--- config.mk ---
export PLATFORM = sky130hd
export DESIGN_NAME = flyback_protection_monitor
export DESIGN_NICKNAME = d
export VERILOG_FILES = /design/src/logic/flyback_pkg.sv /design/src/logic/flyback_protection_monitor.sv /design/src/logic/blank_timer.sv
export SDC_FILE = /design/constraint.sdc
export NUM_CORES = 2
export LEC_CHECK = 0
export ABC_AREA = 1
export BUFFER_PORTS_ARGS = -buffer_cell sky130_fd_sc_hd__buf_2
export CORE_MARGIN = 4
export CORE_UTILIZATION = 30
export CTS_BUF_LIST = sky130_fd_sc_hd__clkbuf_16
export CTS_CLUSTER_DIAMETER = 200
export DETAILED_ROUTE_END_ITERATION = 16
export REMOVE_ABC_BUFFERS = 1
export SYNTH_ARGS = -nofsm -noshare
export SYNTH_HDL_FRONTEND = slang
export SYNTH_SLANG_ARGS = --single-unit
--- constraint.sdc ---
create_clock -name clock -period 27.5 [get_ports clock]
set_clock_uncertainty 0.05 [all_clocks]
set_input_delay 5.5 -clock clock [delete_from_list [all_inputs] [get_ports clock]]
set_output_delay 5.5 -clock clock [all_outputs]
set_load 0.005 [all_outputs]
--- src/logic/flyback_pkg.sv ---
// Shared constants for the flyback protection monitor
package flyback_pkg;

	// Clock and half-sine timing
	localparam int CLOCK_PERIOD_NS     = 50;
	localparam int PRESET_HALF_NS      = 9823000;
	localparam int PRESET_HALF_CYCLES  = PRESET_HALF_NS / CLOCK_PERIOD_NS;
	localparam int INPUT_UV_PERIODS    = 10;
	localparam int TIMER_WIDTH         = 24;
	localparam int EVENT_COUNT         = 8;

	// Protection event indices, also the status bit positions
	localparam int EV_OVERCURRENT      = 0;
	localparam int EV_OUTPUT_UV        = 1;
	localparam int EV_STARTUP_UV       = 2;
	localparam int EV_OUTPUT_OV        = 3;
	localparam int EV_DEMAG_SHORT      = 4;
	localparam int EV_INPUT_UV         = 5;
	localparam int EV_INPUT_UV_BURST   = 6;
	localparam int EV_PRESTART_LOW     = 7;

	// Fixed second overcurrent levels in millivolts
	localparam logic [11:0] OCP2_LEVEL_0 = 12'h258;
	localparam logic [11:0] OCP2_LEVEL_1 = 12'h320;
	localparam logic [11:0] OCP2_LEVEL_2 = 12'h4B0;
	localparam logic [11:0] OCP2_LEVEL_3 = 12'h640;

	// Register byte offsets
	localparam logic [7:0] REG_CONTROL      = 8'h00;
	localparam logic [7:0] REG_CAP_GAIN     = 8'h04;
	localparam logic [7:0] REG_NOTCH        = 8'h08;
	localparam logic [7:0] REG_OCP_LIMIT    = 8'h0C;
	localparam logic [7:0] REG_OCP_BLANK    = 8'h10;
	localparam logic [7:0] REG_OUT_LEVELS   = 8'h14;
	localparam logic [7:0] REG_OUV_BLANK    = 8'h18;
	localparam logic [7:0] REG_OVP_LEVEL    = 8'h1C;
	localparam logic [7:0] REG_IN_LEVELS    = 8'h20;
	localparam logic [7:0] REG_START_MAX    = 8'h24;
	localparam logic [7:0] REG_STATUS       = 8'h28;
	localparam logic [7:0] REG_MASK         = 8'h2C;
	localparam logic [7:0] REG_INFO         = 8'h30;

	// Control register fields
	localparam int CTL_OUV_ENABLE    = 0;
	localparam int CTL_OUV_LATCH     = 1;
	localparam int CTL_OVP_LATCH     = 2;
	localparam int CTL_INUV_ENABLE   = 3;
	localparam int CTL_BURST_IN_EN   = 4;

	// Reset values
	localparam logic [31:0] RESET_ZERO  = 32'h0000_0000;

endpackage

--- src/logic/flyback_protection_monitor.sv ---
// Protection and power-factor supervision of a flyback controller
//
// Implementation choices: the APB register port and the address map.
`timescale 1ns/10ps
// Operation
// - Notch on after sync held blanking periods
// - Enhanced correction on when gain nonzero
// - Modulate on-time when enabled, stable, QR/DISCONTINUOUS_MODE
// - Overcurrent after blanking, always auto-restart
// - Second level: lowest fixed level above limit, else highest
// - Output undervoltage in regulated mode, selectable
// - Startup undervoltage over maximum startup time
// - Overvoltage after quarter half-period, selectable
// - Half period measured, or preset without sync or in burst
// - Demag shortage after half a half-period
// - Pre-startup low input forces auto-restart
// - Input undervoltage after ten half periods
// - Burst input undervoltage needs both enables
// - Input undervoltage always auto-restart
// - Gate disabled promptly after any trigger
module flyback_protection_monitor #(
	parameter int PRESET_HALF_CYCLES = flyback_pkg::PRESET_HALF_CYCLES,
	parameter int SAMPLE_WIDTH       = 12
) (
	// Clock, reset, enable
	input  wire logic                    clock,
	input  wire logic                    rst,
	input  wire logic                    clockEnable,
	// APB slave
	input  wire logic                    psel,
	input  wire logic                    penable,
	input  wire logic                    pwrite,
	input  wire logic [7:0]              paddr,
	input  wire logic [31:0]             pwdata,
	output logic      [31:0]             prdata,
	output logic                         pready,
	output logic                         pslverr,
	// Operating mode
	input  wire logic                    quasiResonantValleyOneMode,
	input  wire logic                    discontinuousMode,
	input  wire logic                    burstMode,
	input  wire logic                    regulatedMode,
	input  wire logic                    startupPhase,
	input  wire logic                    preStartupCheck,
	// Line synchronisation and timing
	input  wire logic                    lineSyncValid,
	input  wire logic [17:0]             measuredHalfPeriod,
	input  wire logic                    burstPeriodTick,
	// Sampled estimates
	input  wire logic [SAMPLE_WIDTH-1:0] inputVoltage,
	input  wire logic [SAMPLE_WIDTH-1:0] outputVoltage,
	input  wire logic [SAMPLE_WIDTH-1:0] outputCurrent,
	input  wire logic [SAMPLE_WIDTH-1:0] currentSense,
	input  wire logic                    demagSenseFail,
	// Feedback path
	input  wire logic                    feedbackStable,
	input  wire logic [7:0]              phaseAngle,
	input  wire logic [15:0]             mappedOnTime,
	output logic      [15:0]             modulatedOnTime,
	output logic                         notchEnable,
	output logic      [3:0]              notchQuality,
	output logic                         enhancedPowerFactor,
	// Protection reaction
	input  wire logic                    faultClear,
	output logic                         gateDisable,
	output logic      [2:0]              faultCause,
	output logic                         autoRestartRequest,
	output logic                         latchRequest,
	output logic                         irq
);

	localparam int TW = flyback_pkg::TIMER_WIDTH;
	localparam int EC = flyback_pkg::EVENT_COUNT;

	logic [4:0]  control_r; // Enables and reaction selects
	logic [7:0]  capGain_r; // Capacitance compensation gain
	logic [7:0]  notchBlank_r; // Half periods of sync before notch
	logic [3:0]  notchQuality_r; // Notch quality factor
	logic [11:0] ocpLimit_r; // Low-line first current limit
	logic [TW-1:0] ocpBlank_r; // Overcurrent blanking, cycles
	logic [11:0] outUvLevel_r; // Output undervoltage level
	logic [11:0] startLowLevel_r; // Startup output low level
	logic [TW-1:0] ouvBlank_r; // Output undervoltage blanking
	logic [11:0] outOvLevel_r; // Output overvoltage level
	logic [11:0] inUvLevel_r; // Input undervoltage level
	logic [11:0] inStartMin_r; // Minimum input for startup
	logic [TW-1:0] startMax_r; // Maximum startup duration
	logic [EC-1:0] status_r; // Sticky event flags
	logic [EC-1:0] mask_r; // Interrupt mask
	logic [31:0] prdata_r; // Captured read data
	logic        slverr_r; // Captured unmapped flag

	logic [17:0] halfPeriod; // Active half period in cycles
	logic [17:0] halfCount_r; // Half period phase counter
	logic        halfTick; // One cycle per half period
	logic [7:0]  syncHeld_r; // Half periods with sync held
	logic        qrOrDcm; // Line-synchronised modes
	logic [11:0] ocp2Level; // Selected second current level
	logic [1:0]  ocp2Select; // Index of the chosen level
	logic [EC-1:0] cond; // Per-event trigger conditions
	logic [EC-1:0] stepEn; // Per-event count enable
	logic [TW-1:0] limit [EC]; // Per-event expiry count
	logic [EC-1:0] fired; // Per-event expiry
	logic [2:0]  firstCause; // Lowest firing event index
	logic        gateDisable_r; // Fault holds gate off
	logic [2:0]  faultCause_r; // Captured cause code
	logic        autoReq_r; // Auto-restart request pulse
	logic        latchReq_r; // Latch request pulse
	logic        setupRead; // APB read setup phase
	logic        accessWrite; // APB write access phase
	logic        accessRead; // APB read access phase
	logic [15:0] gainPhase; // Gain times phase angle
	logic [12:0] loadTerm; // Input plus current minus quarter output, floored at zero
	logic [28:0] corrWide; // Full correction product
	logic [16:0] onTimeSum; // On-time with correction

	assign qrOrDcm = quasiResonantValleyOneMode || discontinuousMode;

	// Half period from measurement or preset
	always_comb
	begin
		if (lineSyncValid && !burstMode)
			halfPeriod = measuredHalfPeriod;
		else
			halfPeriod = 18'(PRESET_HALF_CYCLES);
	end

	// Half period tick generator
	always_ff @(posedge clock)
	begin
		if (rst)
			halfCount_r <= '0;
		else if (clockEnable)
		begin
			if (halfCount_r + 18'h1 >= halfPeriod)
				halfCount_r <= '0;
			else
				halfCount_r <= halfCount_r + 18'h1;
		end
	end
	assign halfTick = clockEnable && (halfCount_r + 18'h1 >= halfPeriod);

	// Count half periods of held synchronisation for the notch
	always_ff @(posedge clock)
	begin
		if (rst)
			syncHeld_r <= '0;
		else if (clockEnable)
		begin
			if (!(lineSyncValid && qrOrDcm))
				syncHeld_r <= '0;
			else if (halfTick && syncHeld_r != 8'hFF)
				syncHeld_r <= syncHeld_r + 8'h01;
		end
	end
	assign notchEnable = lineSyncValid && qrOrDcm
		&& (syncHeld_r >= notchBlank_r);
	assign notchQuality = notchQuality_r;

	// Enhanced power factor and on-time modulation
	assign enhancedPowerFactor = (capGain_r != 8'h00);
	always_comb
	begin
		gainPhase = capGain_r * phaseAngle;
		if (13'(inputVoltage) + 13'(outputCurrent) > 13'(outputVoltage >> 2))
			loadTerm = 13'(inputVoltage) + 13'(outputCurrent)
				- 13'(outputVoltage >> 2);
		else
			loadTerm = 13'h0;
		corrWide = gainPhase * loadTerm;
		onTimeSum = 17'(mappedOnTime) + 17'(corrWide[28:20]);
	end

	// Modulated on-time register
	always_ff @(posedge clock)
	begin
		if (rst)
			modulatedOnTime <= '0;
		else if (clockEnable)
		begin
			if (enhancedPowerFactor && feedbackStable && qrOrDcm)
				modulatedOnTime <= onTimeSum[16] ? 16'hFFFF
					: onTimeSum[15:0];
			else
				modulatedOnTime <= mappedOnTime;
		end
	end

	// Lowest fixed level still above the configured limit, else the highest level
	always_comb
	begin
		if (flyback_pkg::OCP2_LEVEL_0 > ocpLimit_r)
			ocp2Select = 2'd0;
		else if (flyback_pkg::OCP2_LEVEL_1 > ocpLimit_r)
			ocp2Select = 2'd1;
		else if (flyback_pkg::OCP2_LEVEL_2 > ocpLimit_r)
			ocp2Select = 2'd2;
		else
			ocp2Select = 2'd3;
		case (ocp2Select)
			2'd0: ocp2Level = flyback_pkg::OCP2_LEVEL_0;
			2'd1: ocp2Level = flyback_pkg::OCP2_LEVEL_1;
			2'd2: ocp2Level = flyback_pkg::OCP2_LEVEL_2;
			default: ocp2Level = flyback_pkg::OCP2_LEVEL_3;
		endcase
	end

	// Trigger conditions, count enables and limits per event
	always_comb
	begin
		cond = '0;
		stepEn = '1;
		cond[flyback_pkg::EV_OVERCURRENT] = 12'(currentSense) > ocp2Level;
		limit[flyback_pkg::EV_OVERCURRENT] = ocpBlank_r + 1'b1;
		cond[flyback_pkg::EV_OUTPUT_UV] = regulatedMode && !burstMode
			&& control_r[flyback_pkg::CTL_OUV_ENABLE]
			&& (12'(outputVoltage) < outUvLevel_r);
		limit[flyback_pkg::EV_OUTPUT_UV] = ouvBlank_r + 1'b1;
		cond[flyback_pkg::EV_STARTUP_UV] = startupPhase
			&& (12'(outputVoltage) < startLowLevel_r);
		limit[flyback_pkg::EV_STARTUP_UV] = startMax_r;
		cond[flyback_pkg::EV_OUTPUT_OV] = !burstMode
			&& (12'(outputVoltage) > outOvLevel_r);
		limit[flyback_pkg::EV_OUTPUT_OV] = TW'(halfPeriod >> 2) + 1'b1;
		cond[flyback_pkg::EV_DEMAG_SHORT] = !burstMode && demagSenseFail;
		limit[flyback_pkg::EV_DEMAG_SHORT] = TW'(halfPeriod >> 1) + 1'b1;
		cond[flyback_pkg::EV_INPUT_UV] = (startupPhase || regulatedMode)
			&& qrOrDcm && !burstMode
			&& control_r[flyback_pkg::CTL_INUV_ENABLE]
			&& (12'(inputVoltage) < inUvLevel_r);
		stepEn[flyback_pkg::EV_INPUT_UV] = halfTick;
		limit[flyback_pkg::EV_INPUT_UV] = TW'(flyback_pkg::INPUT_UV_PERIODS);
		cond[flyback_pkg::EV_INPUT_UV_BURST] = burstMode
			&& control_r[flyback_pkg::CTL_INUV_ENABLE]
			&& control_r[flyback_pkg::CTL_BURST_IN_EN]
			&& (12'(inputVoltage) < inUvLevel_r);
		stepEn[flyback_pkg::EV_INPUT_UV_BURST] = burstPeriodTick;
		limit[flyback_pkg::EV_INPUT_UV_BURST] =
			TW'(flyback_pkg::INPUT_UV_PERIODS);
		cond[flyback_pkg::EV_PRESTART_LOW] = preStartupCheck
			&& control_r[flyback_pkg::CTL_INUV_ENABLE]
			&& (12'(inputVoltage) < inStartMin_r);
		limit[flyback_pkg::EV_PRESTART_LOW] = TW'(1);
	end

	// One blanking timer per protection event
	for (genvar i = 0; i < EC; i++)
	begin : gTimer
		blank_timer #(
			.WIDTH       (TW)
		) uTimer (
			.clock       (clock),
			.rst         (rst),
			.clockEnable (clockEnable),
			.condition   (cond[i]),
			.step        (stepEn[i]),
			.limit       (limit[i]),
			.expired     (fired[i])
		);
	end

	// Lowest index among firing events names the cause
	always_comb
	begin
		firstCause = 3'd0;
		for (int k = EC - 1; k >= 0; k--)
			if (fired[k])
				firstCause = 3'(k);
	end

	// Fault capture: gate off, cause code, one reaction pulse
	always_ff @(posedge clock)
	begin
		if (rst)
		begin
			gateDisable_r <= 1'b0;
			faultCause_r <= 3'd0;
			autoReq_r <= 1'b0;
			latchReq_r <= 1'b0;
		end
		else if (clockEnable)
		begin
			autoReq_r <= 1'b0;
			latchReq_r <= 1'b0;
			if (!gateDisable_r && (fired != '0))
			begin
				gateDisable_r <= 1'b1;
				faultCause_r <= firstCause;
				if ((firstCause == 3'(flyback_pkg::EV_OUTPUT_UV)
					&& control_r[flyback_pkg::CTL_OUV_LATCH])
					|| (firstCause == 3'(flyback_pkg::EV_OUTPUT_OV)
					&& control_r[flyback_pkg::CTL_OVP_LATCH]))
					latchReq_r <= 1'b1;
				else
					autoReq_r <= 1'b1;
			end
			else if (faultClear)
				gateDisable_r <= 1'b0;
		end
	end
	assign gateDisable = gateDisable_r;
	assign faultCause = faultCause_r;
	assign autoRestartRequest = autoReq_r;
	assign latchRequest = latchReq_r;

	// APB phase decode
	assign setupRead = psel && !penable && !pwrite;
	assign accessWrite = psel && penable && pwrite && clockEnable;
	assign accessRead = psel && penable && !pwrite && clockEnable;
	assign pready = clockEnable;
	assign prdata = prdata_r;
	assign pslverr = slverr_r;

	// Register writes
	always_ff @(posedge clock)
	begin
		if (rst)
		begin
			control_r <= '0;
			capGain_r <= '0;
			notchBlank_r <= '0;
			notchQuality_r <= '0;
			ocpLimit_r <= '0;
			ocpBlank_r <= '0;
			outUvLevel_r <= '0;
			startLowLevel_r <= '0;
			ouvBlank_r <= '0;
			outOvLevel_r <= '0;
			inUvLevel_r <= '0;
			inStartMin_r <= '0;
			startMax_r <= '0;
			mask_r <= '0;
		end
		else if (accessWrite)
		begin
			if (paddr == flyback_pkg::REG_CONTROL)
				control_r <= pwdata[4:0];
			else if (paddr == flyback_pkg::REG_CAP_GAIN)
				capGain_r <= pwdata[7:0];
			else if (paddr == flyback_pkg::REG_NOTCH)
			begin
				notchBlank_r <= pwdata[7:0];
				notchQuality_r <= pwdata[11:8];
			end
			else if (paddr == flyback_pkg::REG_OCP_LIMIT)
				ocpLimit_r <= pwdata[11:0];
			else if (paddr == flyback_pkg::REG_OCP_BLANK)
				ocpBlank_r <= pwdata[TW-1:0];
			else if (paddr == flyback_pkg::REG_OUT_LEVELS)
			begin
				outUvLevel_r <= pwdata[11:0];
				startLowLevel_r <= pwdata[27:16];
			end
			else if (paddr == flyback_pkg::REG_OUV_BLANK)
				ouvBlank_r <= pwdata[TW-1:0];
			else if (paddr == flyback_pkg::REG_OVP_LEVEL)
				outOvLevel_r <= pwdata[11:0];
			else if (paddr == flyback_pkg::REG_IN_LEVELS)
			begin
				inUvLevel_r <= pwdata[11:0];
				inStartMin_r <= pwdata[27:16];
			end
			else if (paddr == flyback_pkg::REG_START_MAX)
				startMax_r <= pwdata[TW-1:0];
			else if (paddr == flyback_pkg::REG_MASK)
				mask_r <= pwdata[EC-1:0];
		end
	end

	// Sticky status, read clears, a new event wins over the clear
	always_ff @(posedge clock)
	begin
		if (rst)
			status_r <= '0;
		else if (clockEnable)
		begin
			if (accessRead && paddr == flyback_pkg::REG_STATUS)
				status_r <= fired;
			else
				status_r <= status_r | fired;
		end
	end
	assign irq = (status_r & mask_r) != '0;

	// Read data captured in the setup phase
	always_ff @(posedge clock)
	begin
		if (rst)
		begin
			prdata_r <= flyback_pkg::RESET_ZERO;
			slverr_r <= 1'b0;
		end
		else if (clockEnable && setupRead)
		begin
			slverr_r <= 1'b0;
			prdata_r <= flyback_pkg::RESET_ZERO;
			if (paddr == flyback_pkg::REG_CONTROL)
				prdata_r <= 32'(control_r);
			else if (paddr == flyback_pkg::REG_CAP_GAIN)
				prdata_r <= 32'(capGain_r);
			else if (paddr == flyback_pkg::REG_NOTCH)
				prdata_r <= {20'h0_0000, notchQuality_r, notchBlank_r};
			else if (paddr == flyback_pkg::REG_OCP_LIMIT)
				prdata_r <= 32'(ocpLimit_r);
			else if (paddr == flyback_pkg::REG_OCP_BLANK)
				prdata_r <= 32'(ocpBlank_r);
			else if (paddr == flyback_pkg::REG_OUT_LEVELS)
				prdata_r <= {4'h0, startLowLevel_r, 4'h0, outUvLevel_r};
			else if (paddr == flyback_pkg::REG_OUV_BLANK)
				prdata_r <= 32'(ouvBlank_r);
			else if (paddr == flyback_pkg::REG_OVP_LEVEL)
				prdata_r <= 32'(outOvLevel_r);
			else if (paddr == flyback_pkg::REG_IN_LEVELS)
				prdata_r <= {4'h0, inStartMin_r, 4'h0, inUvLevel_r};
			else if (paddr == flyback_pkg::REG_START_MAX)
				prdata_r <= 32'(startMax_r);
			else if (paddr == flyback_pkg::REG_STATUS)
				prdata_r <= 32'(status_r | fired);
			else if (paddr == flyback_pkg::REG_MASK)
				prdata_r <= 32'(mask_r);
			else if (paddr == flyback_pkg::REG_INFO)
				prdata_r <= {24'h00_0000, faultCause_r, gateDisable_r,
					enhancedPowerFactor, notchEnable, ocp2Select};
			else
				slverr_r <= 1'b1;
		end
	end

endmodule

--- src/logic/blank_timer.sv ---
// Blanking counter that expires once a condition has held long enough
`timescale 1ns/10ps
module blank_timer #(
	parameter int WIDTH = 24
) (
	// Clock and reset
	input  wire logic             clock,
	input  wire logic             rst,
	input  wire logic             clockEnable,
	// Condition and count control
	input  wire logic             condition,
	input  wire logic             step,
	input  wire logic [WIDTH-1:0] limit,
	// Result
	output logic                  expired
);

	logic [WIDTH-1:0] count_r;      // Steps counted while condition held

	// Count steps while held, restart whenever the condition drops
	always_ff @(posedge clock)
	begin
		if (rst)
			count_r <= '0;
		else if (clockEnable)
		begin
			if (!condition)
				count_r <= '0;
			else if (step && (count_r != '1))
				count_r <= count_r + 1'b1;
		end
	end

	// Expired while the condition still holds and the count reached limit
	assign expired = condition && (count_r >= limit);

endmodule

### After elaboration in Yosys (flattened, before gate mapping)

Cells that the tools add are included.

* add/sub/neg operators: 17
* multiply operators: 2
* $lt $le $gt $ge: 20
* eq/ne operators: 34
* mux-type cells: 68
* bitwise operators: 13
* reduce and logical (&&, ||, !) cells: 79

Operator list (count)
* 24-bit two-way mux: 17
* 28-bit two-way mux: 9
* 24-bit by 1-bit adder with 24-bit output (second input constant): 10
* 24-bit inequality test (second input constant): 8
* 24-bit greater-or-equal comparator: 3
* 24-bit by 4-bit greater-or-equal comparator with 1-bit output (second input constant): 2
* 12-bit less-than comparator: 4
* 8-bit two-way mux: 6
* 1-bit logical AND: 44
* 8-bit by 6-bit == test with 1-bit output (second input constant): 5
* 18-bit two-way mux: 2
* 11-bit case mux with 3 select lines: 1
* 8-bit by 5-bit == test with 1-bit output (second input constant): 4
* 16-bit two-way mux: 2
* 16-bit by 13-bit multiplier with 29-bit output: 1
* 24-bit by 1-bit greater-or-equal comparator with 1-bit output (second input constant): 1
* 24-bit by 17-bit greater-or-equal comparator with 1-bit output: 1
* 24-bit by 18-bit greater-or-equal comparator with 1-bit output: 1
* 10-bit by 12-bit greater-than comparator with 1-bit output (first input constant): 2
* 12-bit greater-than comparator: 2
* 3-bit two-way mux: 8
* 2-bit AND reduction: 12
* 8-bit nonzero test: 3
* 1-bit two-way mux: 20
* other kinds (41): 65

* bits in registers: 458
* bits of input ports: 147
* output and inout port bits: 63

### Depth between registers and ports, before layout

* depth after elaboration: 20
* gate-level depth with buffers: 62

### By module

From an unflattened synthesis, not the netlist that was laid out.

* cells, all modules: 6587
* area total of the unflattened synthesis: 44158.6 um2

Modules (own cells, without submodules)
* flyback_protection_monitor: times used 1, cells an instance 3451, area each 25390.6 um2, seq. area each 5245.0 um2
* blank_timer: times used 8, cells an instance 392, area each 2346.0 um2, seq. area each 480.5 um2

### Worst setup path before layout

Ideal clock, no wire load.

* path type: input port to flip-flop
* start: input phaseAngle[7]
* end: register modulatedOnTime[15]
* setup time: 109 ps
* arrival time: 15429 ps
* path slack: 11912 ps
* cell stages on the path: 53
* buffers on the path: 1
* path through: clkbuf_1 > nand2_1 > fa_1 > fa_1 > inv_1 > fa_1 > inv_1 > fa_1 > inv_1 > ha_1 > inv_1 > nor3_1 > nand2_1 > o211ai_1 > a21o_1 > a21oi_1 > inv_1 > a21oi_1 > (+17 left out) > xnor2_1 > inv_1 > ha_1 > nand3_1 > nand2_1 > nand2_1 > nand2_1 > a21oi_1 > o21ai_0 > nand2_1 > nand2_1 > a21oi_1 > nor3b_1 > nand3b_1 > o21ai_0 > nand3_1 > nand2_1 > inv_1

* cells in the longest elaborated chain, start to end: 5

RTL lines
* from (decl): line flyback_protection_monitor.sv:57 `input wire logic [7:0] phaseAngle,`
* 8-bit by 8-bit multiplier with 16-bit output: line flyback_protection_monitor.sv:164 `gainPhase = capGain_r * phaseAngle;`
* 16-bit by 13-bit multiplier with 29-bit output: line flyback_protection_monitor.sv:170 `corrWide = gainPhase * loadTerm;`
* 16-bit by 9-bit adder with 17-bit output: line flyback_protection_monitor.sv:171 `onTimeSum = 17'(mappedOnTime) + 17'(corrWide[28:20]);`
* 16-bit two-way mux: line flyback_protection_monitor.sv:182 `modulatedOnTime <= onTimeSum[16] ? 16'hFFFF`
* 16-bit two-way mux: line flyback_protection_monitor.sv:181 `if (enhancedPowerFactor && feedbackStable && qrOrDcm)`
* to (signal assigned): line flyback_protection_monitor.sv:182
* to (signal assigned): line flyback_protection_monitor.sv:185 `modulatedOnTime <= mappedOnTime;`
* to (decl): line flyback_protection_monitor.sv:59 `output logic [15:0] modulatedOnTime,`

No other way between the ends.
A chain may end at the register's enable or synchronous reset.

### Worst setup path after layout

* start: input phaseAngle[4]
* end: register modulatedOnTime[2]

Same word-level chain as after synthesis.

==> impl_metrics.py <==
metrics = {
    "power_and_ir_drop": {
        "powerDensity_nw_per_um2": 38.0,
        "max-vdd-ir-drop_v": 0.0000482,
        "p_leak_uw": 0.0186,
        "power.total_uw": 1600,
    },
    "worst_setup_path": {
        "cp-end-kind": "register",
        "worst_ep_arrival_time_ps": 16630,
        "criticalPathCategory": "primary input to register",
        "r2r_slack_ps": 15730,
        "cpPeakStageDelay_ps": 890,
        "worst_path_max_delay_cell": "xor2_1",
        "critPathLaunchType": "primary input",
        "worstPathMaxFanout": 11,
        "cpMostUsedCell": "inv_1",
        "worstPathRequired_ps": 27960,
    },
    "global_routing": {
        "grt_use_total_pct": 18.3,
        "grt_pass1_vias": 34179,
        "grt_max_degree": 93,
        "grt_pass1_wl_um": 192000,
        "overflow": 0,
        "antenna_found_initial": 30,
    },
    "drt": {
        "via_per_inst": 5.01,
        "ant_nets": 0,
        "via_count": 35610,
        "drcViolationCount": 0,
        "drtPass1Iterations": 6,
        "wl_um": 123000,
        "dr.first_iter.drc_count": 2545,
        "wl_per_cell_um": 17.4,
    },
    "logic_synthesis": {
        "synth.distinct_cells": 79,
        "async_reset_ff_share_pct": 0,
        "yosysTopAreaCell": "dfxtp_1",
        "yosys_warnings": 0,
        "syn_area_per_cell_um2": 7.17,
        "ys_seq_area_share_pct": 24.1,
        "syn_inst": 5267,
        "synth_top_area_share_pct": 24.1,
        "synth-edff-count": 0,
        "synthFlopType": "dfxtp_1",
        "ys_seq_elements": 454,
        "syn_area_um2": 37800,
        "synthTopCellsByArea": "dfxtp_1 24%, ha_1 12%, fa_1 10%",
    },
    "sta": {
        "worst_pin_slew_ps": 1210,
        "layout_min_cycle_time_ps": 16170,
        "fmax_ghz": 0.0618,
        "period_share_pct": 58.8,
        "hold_slack_ps": 399,
        "relSlewSlack_pct": 18.4,
        "hold_violations": 0,
        "final_max_slew_viol_count": 0,
        "worst_slack_ps": 11330,
        "setup_violations": 0,
        "fin_tns_setup_ps": 0,
        "rsz0062_at_grt": "no",
    },
    "clock_network": {
        "cts_tree": "yes",
        "post_cts_buffers": 0,
        "cts-buffers-inserted": 52,
        "cts_root_buf": "clkbuf_16",
        "htree_levels": 2,
        "insertion_delay_ps": 650,
        "post_cts_resize_count": 0,
        "clkTransAtPathRegs_ps": 60,
        "cts_hold_buf": 0,
        "cts.sinks": 454,
        "cts_buffer_depth": 3,
    },
    "place": {
        "numPortBuffers": 201,
        "dpl.hpwl_um": 97400,
        "dp_cells": 6986,
        "gp_congestion": 0.915,
        "dp_slack_ps": 10720,
    },
    "floorplan": {
        "fp.dieH_um": 363,
        "initial_utilization_pct": 30.4,
        "rows": 129,
        "io_pins": 210,
        "die-area_um2": 132000,
        "die_w_um": 363,
        "core_um2": 124000,
    },
    "run_status": {
        "status": "finished, final reports clean",
    },
    "finish": {
        "seqCellArea_um2": 9090,
        "layout-drive-gt1-share_pct": 8.17,
        "num-fill-cells": 13326,
        "final_nets": 6098,
        "syn_to_final_growth_pct": 11.8,
        "instances_no_fill": 7108,
        "multi_input_area_um2": 24500,
    },
    "hold_path": {
        "hp-class": "register to register",
    },
    "run": {
        "cap_viol_max_count": 0,
    },
}
-- worst paths after layout --
check                             start                               to  cells after the start
max reg2reg   capGain_r[0]$_SDFFE_PP0P_  modulatedOnTime[2]$_SDFFE_PP0P_                     45
max                       phaseAngle[4]  modulatedOnTime[2]$_SDFFE_PP0P_                     48
min          ocpLimit_r[2]$_SDFFE_PP0P_       ocpLimit_r[2]$_SDFFE_PP0P_                      2
min reg2reg  ocpLimit_r[2]$_SDFFE_PP0P_       ocpLimit_r[2]$_SDFFE_PP0P_                      2
-- cell usage in the layout, fill, tap and decap left out, types with 21 or more instances in the layout --
cell type / n
o21ai_0: 299
nand4_1: 132
ha_1: 356
a211oi_1: 85
or2_2: 22
nand2_1: 873
buf_4: 23
diode_2: 24
inv_1: 921
buf_2: 200
xor2_1: 102
fa_1: 192
o21a_1: 27
nor4_1: 36
a221oi_1: 21
nand3_1: 169
a21oi_1: 500
clkbuf_16: 53
nor2_1: 489
dfxtp_1: 454
xnor2_1: 39
nor3_1: 105
-- flip-flops by register name, indices dropped and copies added (netlist names), 12 cells and up --
register / count
halfCount_r: 18
prdata: 28
startMax_r: 24
modulatedOnTime: 16
outUvLevel_r: 12
ouvBlank_r: 24
ocpBlank_r: 24
ocpLimit_r: 12
outOvLevel_r: 12
startLowLevel_r: 12
inUvLevel_r: 12
inStartMin_r: 12
gTimer.uTimer.count_r: 192
-- kinds of logic (layout without fill, tap and decap cells) --
group,count (synthesis),count (layout),synth area share [%]
buffers and inverters,1085,1262,11.0
DFF,454,454,24.1
other,1,28,0.00993
AOI/OAI and AO/OA,1088,1088,16.5
and+or+nand+nor,1948,1948,23.1
xor gates and xnor gates,143,143,3.36
adders and majority gates,548,548,22.0
-- worst max-delay path: cells and delay by family --
family          cells  cell delay, ps
simple gates        9            1120
buf+inv            14             990
xor+xnor            1             890
compound gates     11            2250
fa+ha+maj          13            5880
-- power by group --
group / total [µW] / internal (µW) / switching [µW]
Combinational: 217 / 53.5 / 163
Clock: 723 / 409 / 314
Sequential: 665 / 662 / 3.36
-- through the flow --
step	utilization (%)	cell area (µm²)
after CTS	33.9	42200
after detailed placement	32.5	40400
after floorplan	-	37100
after global routing	33.9	42200
final	34.0	42200
after global placement	32.5	40400
-- synth_stat cells (85+ instances only) --
library cell  number
inv_1            916
nand2_1          873
a21oi_1          500
nor2_1           492
dfxtp_1          454
ha_1             356
o21ai_0          299
fa_1             192
nand3_1          169
nand4_1          132
nor3_1           105
xor2_1           102
clkbuf_1          94
a211oi_1          85
-- area by class of cell --
type / instances / area share (%)
Sequential cell: 454 / 21.5
Timing Repair Buffer: 225 / 2.85
Inverter: 939 / 8.35
Clock buffer: 53 / 3.14
Antenna cell: 24 / 0.142
Tap cell: 1637 / 4.85
Clock inverter: 45 / 1.00
Multi-Input combinational cell: 3731 / 58.1
-- metal layers --
layer | vias to the layer above | GRT usage, % | part of all wire [%]
li1 | 17611 | - | -
met1 | 16635 | 24.5 | 45
met2 | 1118 | 29.0 | 44
met3 | 240 | 4.13 | 8.2
met4 | 6 | 6.43 | 3.5
met5 | - | 0 | 0.028
(Power assumes the default switching activity.)
